`config.mk`:
```
export PLATFORM = sky130hd
export DESIGN_NAME = mode_and_resource_map_control
export DESIGN_NICKNAME = d
export VERILOG_FILES = /design/src/core/mode_map_pkg.sv /design/src/core/mode_and_resource_map_control.sv
export SDC_FILE = /design/constraint.sdc
export NUM_CORES = 1
export LEC_CHECK = 0
export ABC_AREA = 1
export BUFFER_PORTS_ARGS = -buffer_cell sky130_fd_sc_hd__buf_2
export CAP_MARGIN = 20
export CELL_PAD_IN_SITES_DETAIL_PLACEMENT = 1
export CELL_PAD_IN_SITES_GLOBAL_PLACEMENT = 1
export CORE_MARGIN = 2
export CORE_UTILIZATION = 36
export DETAILED_ROUTE_END_ITERATION = 12
export PLACE_DENSITY = 0.89
export SLEW_MARGIN = 0
export SYNTH_ARGS = -nofsm -noshare
export SYNTH_HDL_FRONTEND = slang
export SYNTH_SLANG_ARGS = --single-unit
export TNS_END_PERCENT = 5
```
`constraint.sdc`:
```
create_clock -name mclk -period 2.1 [get_ports mclk]
set_clock_uncertainty 0.15 [all_clocks]
set_input_delay 0 -clock mclk [delete_from_list [all_inputs] [get_ports mclk]]
set_output_delay 0 -clock mclk [all_outputs]
set_load 0.05 [all_outputs]
```
`src/core/mode_map_pkg.sv`:
```
/*
  Constants for the mode and resource mapping controller: register
  indices, field layouts, reset values, mode and resource codes.
  Assumes a 16-bit address space and a 32-bit register bus.
*/
package mode_map_pkg;
   // Register indices; byte address is four times the index
   localparam logic [7:0]  IDX_MODE        = 8'h0b;
   localparam logic [7:0]  IDX_RAMPOS      = 8'h10;
   localparam logic [7:0]  IDX_REGPOS      = 8'h11;
   localparam logic [7:0]  IDX_EEPOS       = 8'h12;
   localparam logic [7:0]  IDX_DBGCTL      = 8'h14;
   // Operating modes as {special_mode_select_low, mode_select_b, mode_select_a}
   localparam logic [2:0]  MODE_SSC        = 3'h0;
   localparam logic [2:0]  MODE_SEN        = 3'h1;
   localparam logic [2:0]  MODE_SPER       = 3'h2;
   localparam logic [2:0]  MODE_SEW        = 3'h3;
   localparam logic [2:0]  MODE_NEN        = 3'h5;
   localparam logic [2:0]  MODE_RSV        = 3'h6;
   localparam logic [1:0]  SEL_PERIPH      = 2'h2;
   // Resource select codes
   localparam logic [2:0]  RES_NONE        = 3'h0;
   localparam logic [2:0]  RES_DBGROM      = 3'h1;
   localparam logic [2:0]  RES_REG         = 3'h2;
   localparam logic [2:0]  RES_RAM         = 3'h3;
   localparam logic [2:0]  RES_EE          = 3'h4;
   localparam logic [2:0]  RES_ROM         = 3'h5;
   localparam logic [2:0]  RES_EXT         = 3'h6;
   // Reset positions and fixed offsets
   localparam logic [4:0]  REGPOS_RST      = 5'h00;
   localparam logic [4:0]  RAMPOS_RST      = 5'h01;
   localparam logic [3:0]  EEPOS_RST       = 4'h0;
   localparam logic [11:0] EE_START        = 12'hd00;
   localparam logic [7:0]  DBG_PAGE        = 8'hff;
   localparam logic [8:0]  PORT_E_DATA_DATA_OFS  = 9'h008;
   localparam logic [8:0]  PORT_E_DATA_DIR_OFS   = 9'h009;
   localparam logic [8:0]  MODE_OFS        = 9'h00b;
   // Cycles of bus quiet before wait-mode shutdown
   localparam logic [3:0]  WAIT_SD_CYC     = 4'h4;
   localparam logic [1:0]  RESP_OKAY       = 2'h0;
   localparam logic [1:0]  RESP_SLVERR     = 2'h2;
   typedef enum logic [1:0] {X_IDLE, X_HIGH, X_LOW} ext_state_t;
endpackage

```
`src/core/mode_and_resource_map_control.sv`:
```
/*
  Mode control and internal resource address decode with an AXI4-Lite
  register slave. Assumes one clock, synchronous active-high reset and
  mode pins that are stable while reset is held.
*/
//////////////////////////////////////////////////////////////////////
// Behaviour
// Latch background and mode pins at reset release
// Special wide mode drives port E bus control
// Narrow mode splits transfers high byte first
// Special single-chip skips vector, debug active
// Peripheral mode halts CPU, left only by reset
// Enabled debug activates by command or instruction
// Active debug maps debug ROM at top page
// Debug accesses use idle bus cycles
// Mapping registers written once in normal modes
// Mapping writes take effect two cycles later
// Decode priority debug, reg, RAM, EEPROM, ROM, external
// Unclaimed addresses go external in expanded modes
// Mode register unmapped in peripheral mode
// Mode bits read back the latched mode
// Special-mode bit writable when zero, first ignored
// Mode select once or anytime, peripheral rejected
// Stretch enable forced in expanded, write rules
// Internal visibility shows internal cycles on bus
// Visibility and emulation write once or after first
// Wait-mode bus shutdown after quiet delay
// Port E emulation unmaps port E registers
// Register block 512 bytes on 2K boundary
// Block position write once normal, anytime special
// Position bits form address bits 15 to 11
// Sticky written flags cleared only by reset
`timescale 1ns/1ps
`default_nettype none
module mode_and_resource_map_control #(
   parameter int ADDR_W = 12
) (
   input  wire logic              mclk,
   input  wire logic              rst,
   input  wire logic              backgroundPin,
   input  wire logic              modeBPin,
   input  wire logic              modeAPin,
   input  wire logic [ADDR_W-1:0] awaddr,
   input  wire logic              awvalid,
   output var  logic              awready,
   input  wire logic [31:0]       wdata,
   input  wire logic [3:0]        wstrb,
   input  wire logic              wvalid,
   output var  logic              wready,
   output var  logic [1:0]        bresp,
   output var  logic              bvalid,
   input  wire logic              bready,
   input  wire logic [ADDR_W-1:0] araddr,
   input  wire logic              arvalid,
   output var  logic              arready,
   output var  logic [31:0]       rdata,
   output var  logic [1:0]        rresp,
   output var  logic              rvalid,
   input  wire logic              rready,
   input  wire logic [15:0]       cpuAddr,
   input  wire logic              cpuAddrValid,
   input  wire logic              cpuBusBusy,
   input  wire logic              debugCmdActivate,
   input  wire logic              debugHaltInstr,
   input  wire logic              debugExit,
   input  wire logic              debugAccReq,
   input  wire logic              extReq,
   input  wire logic              waitMode,
   output var  logic [2:0]        resourceSel,
   output var  logic              debugActive,
   output var  logic              debugAccGrant,
   output var  logic              cpuActive,
   output var  logic              skipResetVector,
   output var  logic              portEBusCtrl,
   output var  logic              eStretch,
   output var  logic              visibleInternal,
   output var  logic              visibleWide,
   output var  logic              extCycle,
   output var  logic              extHighByte,
   output var  logic              extDone,
   output var  logic              busShutdown
);
   typedef enum logic [1:0] {X_IDLE, X_HIGH, X_LOW} ext_state_t;
   typedef struct packed {
      logic [2:0]  mode;
      logic        e_clock_stretch_enable;
      logic        internal_visibility;
      logic        ext_bus_wait_shutdown;
      logic        port_e_emulation;
      logic        modeFirst;
      logic        selWr;
      logic        estrWr;
      logic        visWr;
      logic [4:0]  regPos;
      logic [4:0]  regEff;
      logic        regWr;
      logic [4:0]  ramPos;
      logic [4:0]  ramEff;
      logic        ramWr;
      logic [3:0]  eePos;
      logic [3:0]  eeEff;
      logic        eeWr;
      logic        dbgEn;
      logic        dbgAct;
      logic        awHeld;
      logic [ADDR_W-1:0] awAddr;
      logic        wHeld;
      logic [7:0]  wByte;
      logic        wLane0;
      logic        awRdy;
      logic        wRdy;
      logic        bvalid;
      logic [1:0]  bresp;
      logic        arRdy;
      logic        rvalid;
      logic [31:0] rdata;
      logic [1:0]  rresp;
      logic [2:0]  sel;
      logic        grant;
      logic        cpuAct;
      logic        skip;
      logic        peCtrl;
      logic        vis;
      logic        visWide;
      ext_state_t  xst;
      logic        extCycle;
      logic        extHigh;
      logic        extDone;
      logic [3:0]  waitCnt;
      logic        shut;
   } state_t;

   state_t      s;
   state_t      n;
   logic        special;
   logic        expanded;
   logic        single;
   logic        periph;
   logic        narrow;
   logic        wrGo;
   logic [7:0]  wIdx;
   logic [7:0]  rIdx;
   logic        wMap;
   logic        rMap;
   logic [7:0]  wd;
   logic        regHit;

   //////////////////////////////////////////////////////////////////
   // Mapped register index check, mode register absent in peripheral
   function automatic logic mapped(input logic [ADDR_W-1:0] a, input logic per);
      logic [7:0] i;
      i = a[9:2];
      // mode register unmapped
      mapped = (a[ADDR_W-1:10] == '0) && (a[1:0] == 2'h0) &&
               ((i == mode_map_pkg::IDX_MODE && !per) ||
                i == mode_map_pkg::IDX_RAMPOS || i == mode_map_pkg::IDX_REGPOS ||
                i == mode_map_pkg::IDX_EEPOS || i == mode_map_pkg::IDX_DBGCTL);
   endfunction

   //////////////////////////////////////////////////////////////////
   // Mode qualifiers from the current mode bits
   always_comb
   begin
      special  = !s.mode[2];
      periph   = s.mode == mode_map_pkg::MODE_SPER;
      expanded = s.mode[0];
      single   = !s.mode[0] && !periph;
      narrow   = s.mode[1:0] == 2'h1;
      wIdx     = s.awAddr[9:2];
      rIdx     = araddr[9:2];
      wd       = s.wByte;
      wrGo     = s.awHeld && s.wHeld && !s.bvalid;
      wMap     = mapped(s.awAddr, periph);
      rMap     = mapped(araddr, periph);
      // emulated port E registers leave the block
      // block is the first 512 bytes of a 2K page
      // position bits compare with address 15 to 11
      regHit   = cpuAddr[15:11] == s.regEff && cpuAddr[10:9] == 2'h0 &&
                 !(s.port_e_emulation && expanded &&
                   (cpuAddr[8:0] == mode_map_pkg::PORT_E_DATA_DATA_OFS ||
                    cpuAddr[8:0] == mode_map_pkg::PORT_E_DATA_DIR_OFS)) &&
                 !(periph && cpuAddr[8:0] == mode_map_pkg::MODE_OFS);
   end

   //////////////////////////////////////////////////////////////////
   // Next state: bus slave, register writes, decode, sequencers
   always_comb
   begin
      n = s;
      n.extDone = 1'b0;
      n.grant   = 1'b0;
      // Address and data channels captured in either order
      if (awvalid && s.awRdy)
      begin
         n.awHeld = 1'b1;
         n.awAddr = awaddr;
      end
      if (wvalid && s.wRdy)
      begin
         n.wHeld  = 1'b1;
         n.wByte  = wdata[7:0];
         n.wLane0 = wstrb[0];
      end
      if (bready && s.bvalid)
         n.bvalid = 1'b0;
      if (wrGo)
      begin
         n.awHeld = 1'b0;
         n.wHeld  = 1'b0;
         n.bvalid = 1'b1;
         n.bresp  = wMap ? mode_map_pkg::RESP_OKAY : mode_map_pkg::RESP_SLVERR;
         if (wMap && s.wLane0)
         begin
            unique case (wIdx)
               mode_map_pkg::IDX_MODE:
               begin
                  // special bit only from zero, first write dropped
                  if (special && s.modeFirst)
                     n.mode[2] = wd[7];
                  // select once in normal, never peripheral
                  // sticky written flag
                  if ((special || !s.selWr) && wd[6:5] != mode_map_pkg::SEL_PERIPH)
                  begin
                     n.mode[1:0] = wd[6:5];
                     n.selWr     = 1'b1;
                  end
                  // stretch write once normal, anytime special
                  if (special || !s.estrWr)
                  begin
                     n.e_clock_stretch_enable   = wd[4];
                     n.estrWr = 1'b1;
                  end
                  // visibility and emulation write rules
                  if (special ? s.modeFirst : !s.visWr)
                  begin
                     n.internal_visibility  = wd[3];
                     n.port_e_emulation   = wd[0];
                     n.visWr = 1'b1;
                  end
                  // shutdown bit writable only in normal modes
                  if (!special)
                     n.ext_bus_wait_shutdown = wd[1];
                  n.modeFirst = 1'b1;
               end
               mode_map_pkg::IDX_REGPOS:
                  // block position write once in normal modes
                  // single write in normal modes
                  if (special || !s.regWr)
                  begin
                     n.regPos = wd[7:3];
                     n.regWr  = 1'b1;
                  end
               mode_map_pkg::IDX_RAMPOS:
                  if (special || !s.ramWr)
                  begin
                     n.ramPos = wd[7:3];
                     n.ramWr  = 1'b1;
                  end
               mode_map_pkg::IDX_EEPOS:
                  if (special || !s.eeWr)
                  begin
                     n.eePos = wd[7:4];
                     n.eeWr  = 1'b1;
                  end
               default:
                  n.dbgEn = wd[0];
            endcase
         end
      end
      // stretch forced in expanded modes
      if (n.mode[0])
         n.e_clock_stretch_enable = 1'b1;
      // Read channel, one cycle to the answer
      if (rready && s.rvalid)
         n.rvalid = 1'b0;
      if (arvalid && s.arRdy)
      begin
         n.rvalid = 1'b1;
         n.rresp  = rMap ? mode_map_pkg::RESP_OKAY : mode_map_pkg::RESP_SLVERR;
         n.rdata  = 32'h0;
         if (rMap)
         begin
            unique case (rIdx)
               // mode bits read the latched mode
               mode_map_pkg::IDX_MODE:
                  n.rdata[7:0] = {s.mode, s.e_clock_stretch_enable, s.internal_visibility, 1'b0, s.ext_bus_wait_shutdown, s.port_e_emulation};
               mode_map_pkg::IDX_REGPOS:
                  n.rdata[7:0] = {s.regPos, 3'h0};
               mode_map_pkg::IDX_RAMPOS:
                  n.rdata[7:0] = {s.ramPos, 3'h0};
               mode_map_pkg::IDX_EEPOS:
                  n.rdata[7:0] = {s.eePos, 4'h1};
               default:
                  n.rdata[7:0] = {6'h0, s.dbgAct, s.dbgEn};
            endcase
         end
      end
      n.awRdy = !n.awHeld && !n.bvalid;
      n.wRdy  = !n.wHeld && !n.bvalid;
      n.arRdy = !n.rvalid;
      // mapping takes effect one cycle after the stored write
      n.regEff = s.regPos;
      n.ramEff = s.ramPos;
      n.eeEff  = s.eePos;
      // activation by command or halt instruction
      if (s.dbgEn && !periph && (debugCmdActivate || debugHaltInstr))
         n.dbgAct = 1'b1;
      else if (debugExit)
         n.dbgAct = 1'b0;
      // debug access granted on an idle bus cycle
      n.grant = debugAccReq && !cpuBusBusy && !s.grant;
      // fixed decode precedence
      // debug ROM over the top page
      // unclaimed space is external when expanded
      if (!cpuAddrValid)
         n.sel = mode_map_pkg::RES_NONE;
      else if (s.dbgAct && cpuAddr[15:8] == mode_map_pkg::DBG_PAGE)
         n.sel = mode_map_pkg::RES_DBGROM;
      else if (regHit)
         n.sel = mode_map_pkg::RES_REG;
      else if (cpuAddr[15:11] == s.ramEff && !cpuAddr[10])
         n.sel = mode_map_pkg::RES_RAM;
      else if (cpuAddr[15:12] == s.eeEff && cpuAddr[11:0] >= mode_map_pkg::EE_START)
         n.sel = mode_map_pkg::RES_EE;
      else if (single && cpuAddr[15])
         n.sel = mode_map_pkg::RES_ROM;
      else if (expanded)
         n.sel = mode_map_pkg::RES_EXT;
      else
         n.sel = mode_map_pkg::RES_NONE;
      // CPU idle in peripheral mode
      n.cpuAct  = !periph;
      // no vector fetch in special single-chip
      n.skip    = s.mode == mode_map_pkg::MODE_SSC;
      // port E pins in bus-control role
      n.peCtrl  = s.mode == mode_map_pkg::MODE_SEW || (expanded && !s.port_e_emulation);
      // visibility, wide format in special narrow
      n.vis     = s.internal_visibility && expanded && s.mode != mode_map_pkg::MODE_NEN;
      n.visWide = n.vis && s.mode == mode_map_pkg::MODE_SEN;
      // external transfer sequencer
      unique case (s.xst)
         X_IDLE:
            if (extReq && expanded)
            begin
               n.extCycle = 1'b1;
               n.extHigh  = narrow;
               n.xst      = narrow ? X_HIGH : X_LOW;
            end
         X_HIGH:
         begin
            n.extHigh = 1'b0;
            n.xst     = X_LOW;
         end
         X_LOW:
         begin
            n.extCycle = 1'b0;
            n.extDone  = 1'b1;
            n.xst      = X_IDLE;
         end
      endcase
      // shutdown after the bus has been quiet for a while
      if (s.ext_bus_wait_shutdown && waitMode)
      begin
         if (!cpuBusBusy && s.xst == X_IDLE && s.waitCnt != mode_map_pkg::WAIT_SD_CYC)
            n.waitCnt = s.waitCnt + 4'h1;
      end
      else
         n.waitCnt = 4'h0;
      n.shut = s.ext_bus_wait_shutdown && waitMode && s.waitCnt == mode_map_pkg::WAIT_SD_CYC;
      // pins latched each reset cycle, last one holds
      if (rst)
      begin
         n = '0;
         n.mode = {backgroundPin, modeBPin, modeAPin};
         if (n.mode == mode_map_pkg::MODE_RSV)
            n.mode = mode_map_pkg::MODE_SPER;
         n.e_clock_stretch_enable   = 1'b1;
         n.regPos = mode_map_pkg::REGPOS_RST;
         n.regEff = mode_map_pkg::REGPOS_RST;
         n.ramPos = mode_map_pkg::RAMPOS_RST;
         n.ramEff = mode_map_pkg::RAMPOS_RST;
         n.eePos  = mode_map_pkg::EEPOS_RST;
         n.eeEff  = mode_map_pkg::EEPOS_RST;
         n.xst    = X_IDLE;
         // debug enabled and active out of reset only in special single-chip mode
         n.dbgEn  = n.mode == mode_map_pkg::MODE_SSC;
         n.dbgAct = n.dbgEn;
      end
   end

   // State register
   always_ff @(posedge mclk)
      s <= n;

   // Outputs straight from the state register
   assign awready         = s.awRdy;
   assign wready          = s.wRdy;
   assign bvalid          = s.bvalid;
   assign bresp           = s.bresp;
   assign arready         = s.arRdy;
   assign rvalid          = s.rvalid;
   assign rdata           = s.rdata;
   assign rresp           = s.rresp;
   assign resourceSel     = s.sel;
   assign debugActive     = s.dbgAct;
   assign debugAccGrant   = s.grant;
   assign cpuActive       = s.cpuAct;
   assign skipResetVector = s.skip;
   assign portEBusCtrl    = s.peCtrl;
   assign eStretch        = s.e_clock_stretch_enable;
   assign visibleInternal = s.vis;
   assign visibleWide     = s.visWide;
   assign extCycle        = s.extCycle;
   assign extHighByte     = s.extHigh;
   assign extDone         = s.extDone;
   assign busShutdown     = s.shut;
endmodule
`default_nettype wire

```
Word-level counts from Yosys, hierarchy flattened:

Cells that the tools add are included.

* register bits: 103
* bits of input ports: 94
* output and inout bits: 56
* logic and storage cells: 262

* add/subtract/negate cells: 1
* magnitude comparators: 1
* equality and inequality tests: 30
* multiplexer cells: 65
* bitwise operators: 2
* reductions and logical operators: 113

Operators with widths (number)
* $mux W127: 1
* $eq A8 B5 Y1 const B: 8
* $logic_and A1 B1 Y1: 42
* $reduce_and A4 Y1: 9
* $mux W35: 1
* $mux W16: 2
* $pmux W8 S4: 1
* $mux W3: 10
* $mux W5: 6
* $eq A9 B4 Y1 const B: 3
* $mux W1: 24
* $logic_not A1 Y1: 20
* $mux W4: 5
* $eq A8 B4 Y1 const B: 2
* $logic_or A1 B1 Y1: 16
* $reduce_bool A2 Y1: 7
* $mux W13: 1
* $ge A12 B12 Y1 const B: 1
* $logic_not A2 Y1: 6
* $mux W2: 6
* $mux W6: 2
* $mux W11: 1
* $eq A5 B5 Y1: 2
* $mux W10: 1
* other kinds (25): 35

Longest topological paths before layout:

* word-level depth: 13
* gate-level depth with buffers: 11
* depth with buffers taken out: 11

Worst setup path after synthesis:

OpenSTA, ideal clock, no wires.

* kind: flip-flop to flip-flop
* start point: register s, in the netlist bvalid
* end point: register s[125] (netlist name) (enable)
* library setup time: 0.293 ns
* arrival: 1.268 ns
* data required time: 1.657 ns
* setup slack: 0.390 ns
* stages on the path, launching flop included: 6
* buffers on the path: 0
* clock period less this slack: 1.710 ns
* cells stage by stage: dfxtp_1 -> nor2_2 -> nand3_1 -> nor2_1 -> nand4_1 -> nand2_1

* longest elaborated chain between the ends: 4

Ends and longest elaborated chain
* from (decl): line mode_and_resource_map_control.sv:133 `state_t s;`
* from (signal assigned): line mode_and_resource_map_control.sv:393 `s <= n;`
* $logic_not A1 Y1: line mode_and_resource_map_control.sv:172 `wrGo = s.awHeld && s.wHeld && !s.bvalid;`
* $logic_and A1 B1 Y1: line mode_and_resource_map_control.sv:172
* $reduce_bool A2 Y1 (no line)
* $reduce_and A4 Y1 (no line)

Every way passes these cells.
A chain may end at the register's enable or synchronous reset.

==> run_results.csv <==
group,metric,value,unit
detailed_routing,wl,14.14,mm
final_layout,diodes,0,
clock_tree,cts_buffers,9,
timing,fin_ws,44.06,ps
final_layout,nNetsFinal,871,
critical_path,path_max_fanout,4,
logic_synthesis,syn_area,4697,µm²
critical_path,crit_end,"debugActive",
critical_path,arrival,2000,ps
final_layout,fin_area,6006,µm²
critical_path,r2r-end,"debugActive",
final_layout,mostFrequentLayoutCell,"nand2_1",
detailed_routing,ant_nets,0,
die,fp.dieH,118.2,µm
critical_path,start_kind,"flip-flop",
global_routing,grt_pass1_vias,4569,
detailed_routing,drc,0,
final_layout,area_growth,27.86,%
global_routing,grt_pass1_wl,22.13,mm
die,initial_core_util,37.07,%
clock_tree,cts_tree,"built",
die,num_io_pins,150,
detailed_routing,dr.pass1.iters,4,
logic_synthesis,ys_types,43,
detailed_routing,vias_per_cell,4.732,
logic_synthesis,synth_warnings,0,
detailed_routing,vias,4491,
global_routing,gr-total-overflow,0,
power_and_ir_drop,power.leakage,2.828,nW
final_layout,drive_above_1_share,20.46,%
power_and_ir_drop,irDropWorstVdd,0.3563,mV
global_routing,grt_max_degree,36,
logic_synthesis,synth_top_cell_by_area,"dfxtp_1",
clock_tree,cts-htree-levels,3,
logic_synthesis,ys_seq_area_share,43.05,%
detailed_routing,drtIter0Drc,232,
die,num_rows,41,
timing,fin_crit_sh,97.90,%
final_layout,layout_common_cells,"nand2_1, nor2_1, dfxtp_1, buf_2, inv_1",
timing,min_period,2056,ps
logic_synthesis,post_synth.cell_area_avg,7.397,µm²
placement,placed_cell_area,5189,µm²
worst_hold_path,holdCritPathClass,"in2reg",
global_routing,antenna_found_initial,0,
critical_path,worstSetupPathType,"reg2reg",
die,core-area,12670,µm²
clock_tree,cts-root-buf,"clkbuf_16",
status,status,"finished clean",
logic_synthesis,netlist.area_leader.share,40.49,%
logic_synthesis,synth_seq_cells,99,
clock_tree,path_clk_slew,70,ps
logic_synthesis,synth_cells,635,
logic_synthesis,synth_area_leaders,"dfxtp_1, nand2_1, nor2_1",
critical_path,rrSetupSlack,40,ps
placement,pre_cts_slack,209.8,ps
placement,gp_congestion,0.8423,
critical_path,endpoint_kind,"flip-flop",
clock_tree,clock_path_buffers,2,
timing,finalHoldViolations,0,
placement,dp_hpwl,9.673,mm
critical_path,critPathRequiredTime,2040,ps
placement,port_buffers,94,
clock_tree,clock_latency,350,ps
die,dieArea,13980,µm²
timing,slew_viol_final,0,
critical_path,r2r_start,"s[125]",
clock_tree,cts.sinks,99,
timing,setup_violations,0,
critical_path,cp-startpoint,"s[125]",
detailed_routing,post_drt_wl_per_cell,14.89,µm
job,cap_violations,0,
global_routing,track_usage,19.76,%
timing,max_freq,486.4,MHz
die,die_x,118.2,µm
power_and_ir_drop,p_per_area,752.3,nW/µm²
critical_path,rr_worst_depth,7,
-- how the worst min path moves through the flow --
stage,slack [ps],end,start,depth (start not counted)
finish,20,resourceSel[2],cpuAddr[6],6
global route,60,rdata[3],araddr[3],6
CTS,0.6,resourceSel[2],cpuAddr[6],6
detailed placement,60,debugAccGrant,cpuBusBusy,2
global placement,40,debugAccGrant,cpuBusBusy,2
floorplan,-70,debugAccGrant,cpuBusBusy,1
-- critical path: stages, from the launching register on --
cell and delay, ps:
edfxtp_1 440, inv_2 70, nor2_4 110, nand2_4 80
buf_4 140, o211ai_1 130, dlygate4sd3_1 600, o21ai_0 70
-- flip-flops by register name, summed over array words and instances (netlist names), 3 cells and up --
name / count
s: 62
rdata: 7
wd: 7
resourceSel: 3
-- stage by stage --
stage	total power [mW]	TNS [ps]	utilization, %	hold WS [ps]	cells
after floorplan	2.680	0	-	-73.03	661
after global placement	2.834	0	40.95	38.69	881
after detailed placement	2.860	0	40.95	61.52	881
after CTS	4.517	0	46.88	0.6364	944
after global routing	4.719	-66.38	47.40	64.22	949
final	4.518	0	47.40	20.60	949
-- synthesized netlist by cell type, drive strengths merged --
cell type  number
a21oi          40
o31ai           2
xor2            4
o211ai          3
conb            1
a211oi          4
clkinv          1
o21ai          37
clkbuf         11
nand2         111
a221oi          1
a22o            1
a31oi           2
xnor2           4
o22ai           1
a21boi          1
nor4            7
dfxtp          95
and3            1
o21a            1
edfxtp          4
buf            44
nand3          53
nor3           11
nand4          11
or2             5
inv            71
ha              5
nor2          103
-- power by group --
group / leakage [nW] / internal, mW / switching [mW]
logic: 1.88 / 0.280 / 0.592
clock network: 0.136 / 0.872 / 0.731
registers: 0.813 / 1.98 / 0.0649
-- final cells by class --
class | instances | area [µm²]
multi-input combinational | 435 | 2163
clock inverter | 3 | 21.27
fill | 1585 | 6665
tap | 172 | 215.2
sequential | 99 | 2022
inverter | 72 | 275.3
clock buffer | 13 | 260.3
timing repair buffer | 155 | 1049
-- metal layers --
layer  part of all wire (%)  global-route usage (%)
met1                     43                   22.94
met2                     51                   35.33
met4                    2.0                   7.982
met5                      0                       0
met3                    3.8                   3.958
-- cell families after synthesis --
family	count (synthesis)	share of synthesized area [%]
other	1	0.07984
XOR/XNOR	8	1.492
flip-flops	99	43.05
adder cells (fa/ha/maj)	5	1.332
AO/OA/AOI/OAI	93	10.95
AND/OR/NAND/NOR	302	29.60
buffers and inverters	127	13.51
-- what timing repair did --
item,4_1_cts,5_1_grt
hold buffers,47,0
endpoints found under the hold margin,52,0
resized for setup,0,8
buffers inserted,0,5
setup endpoints to repair,0,2
Note: power is estimated with default switching activity, not from simulation.
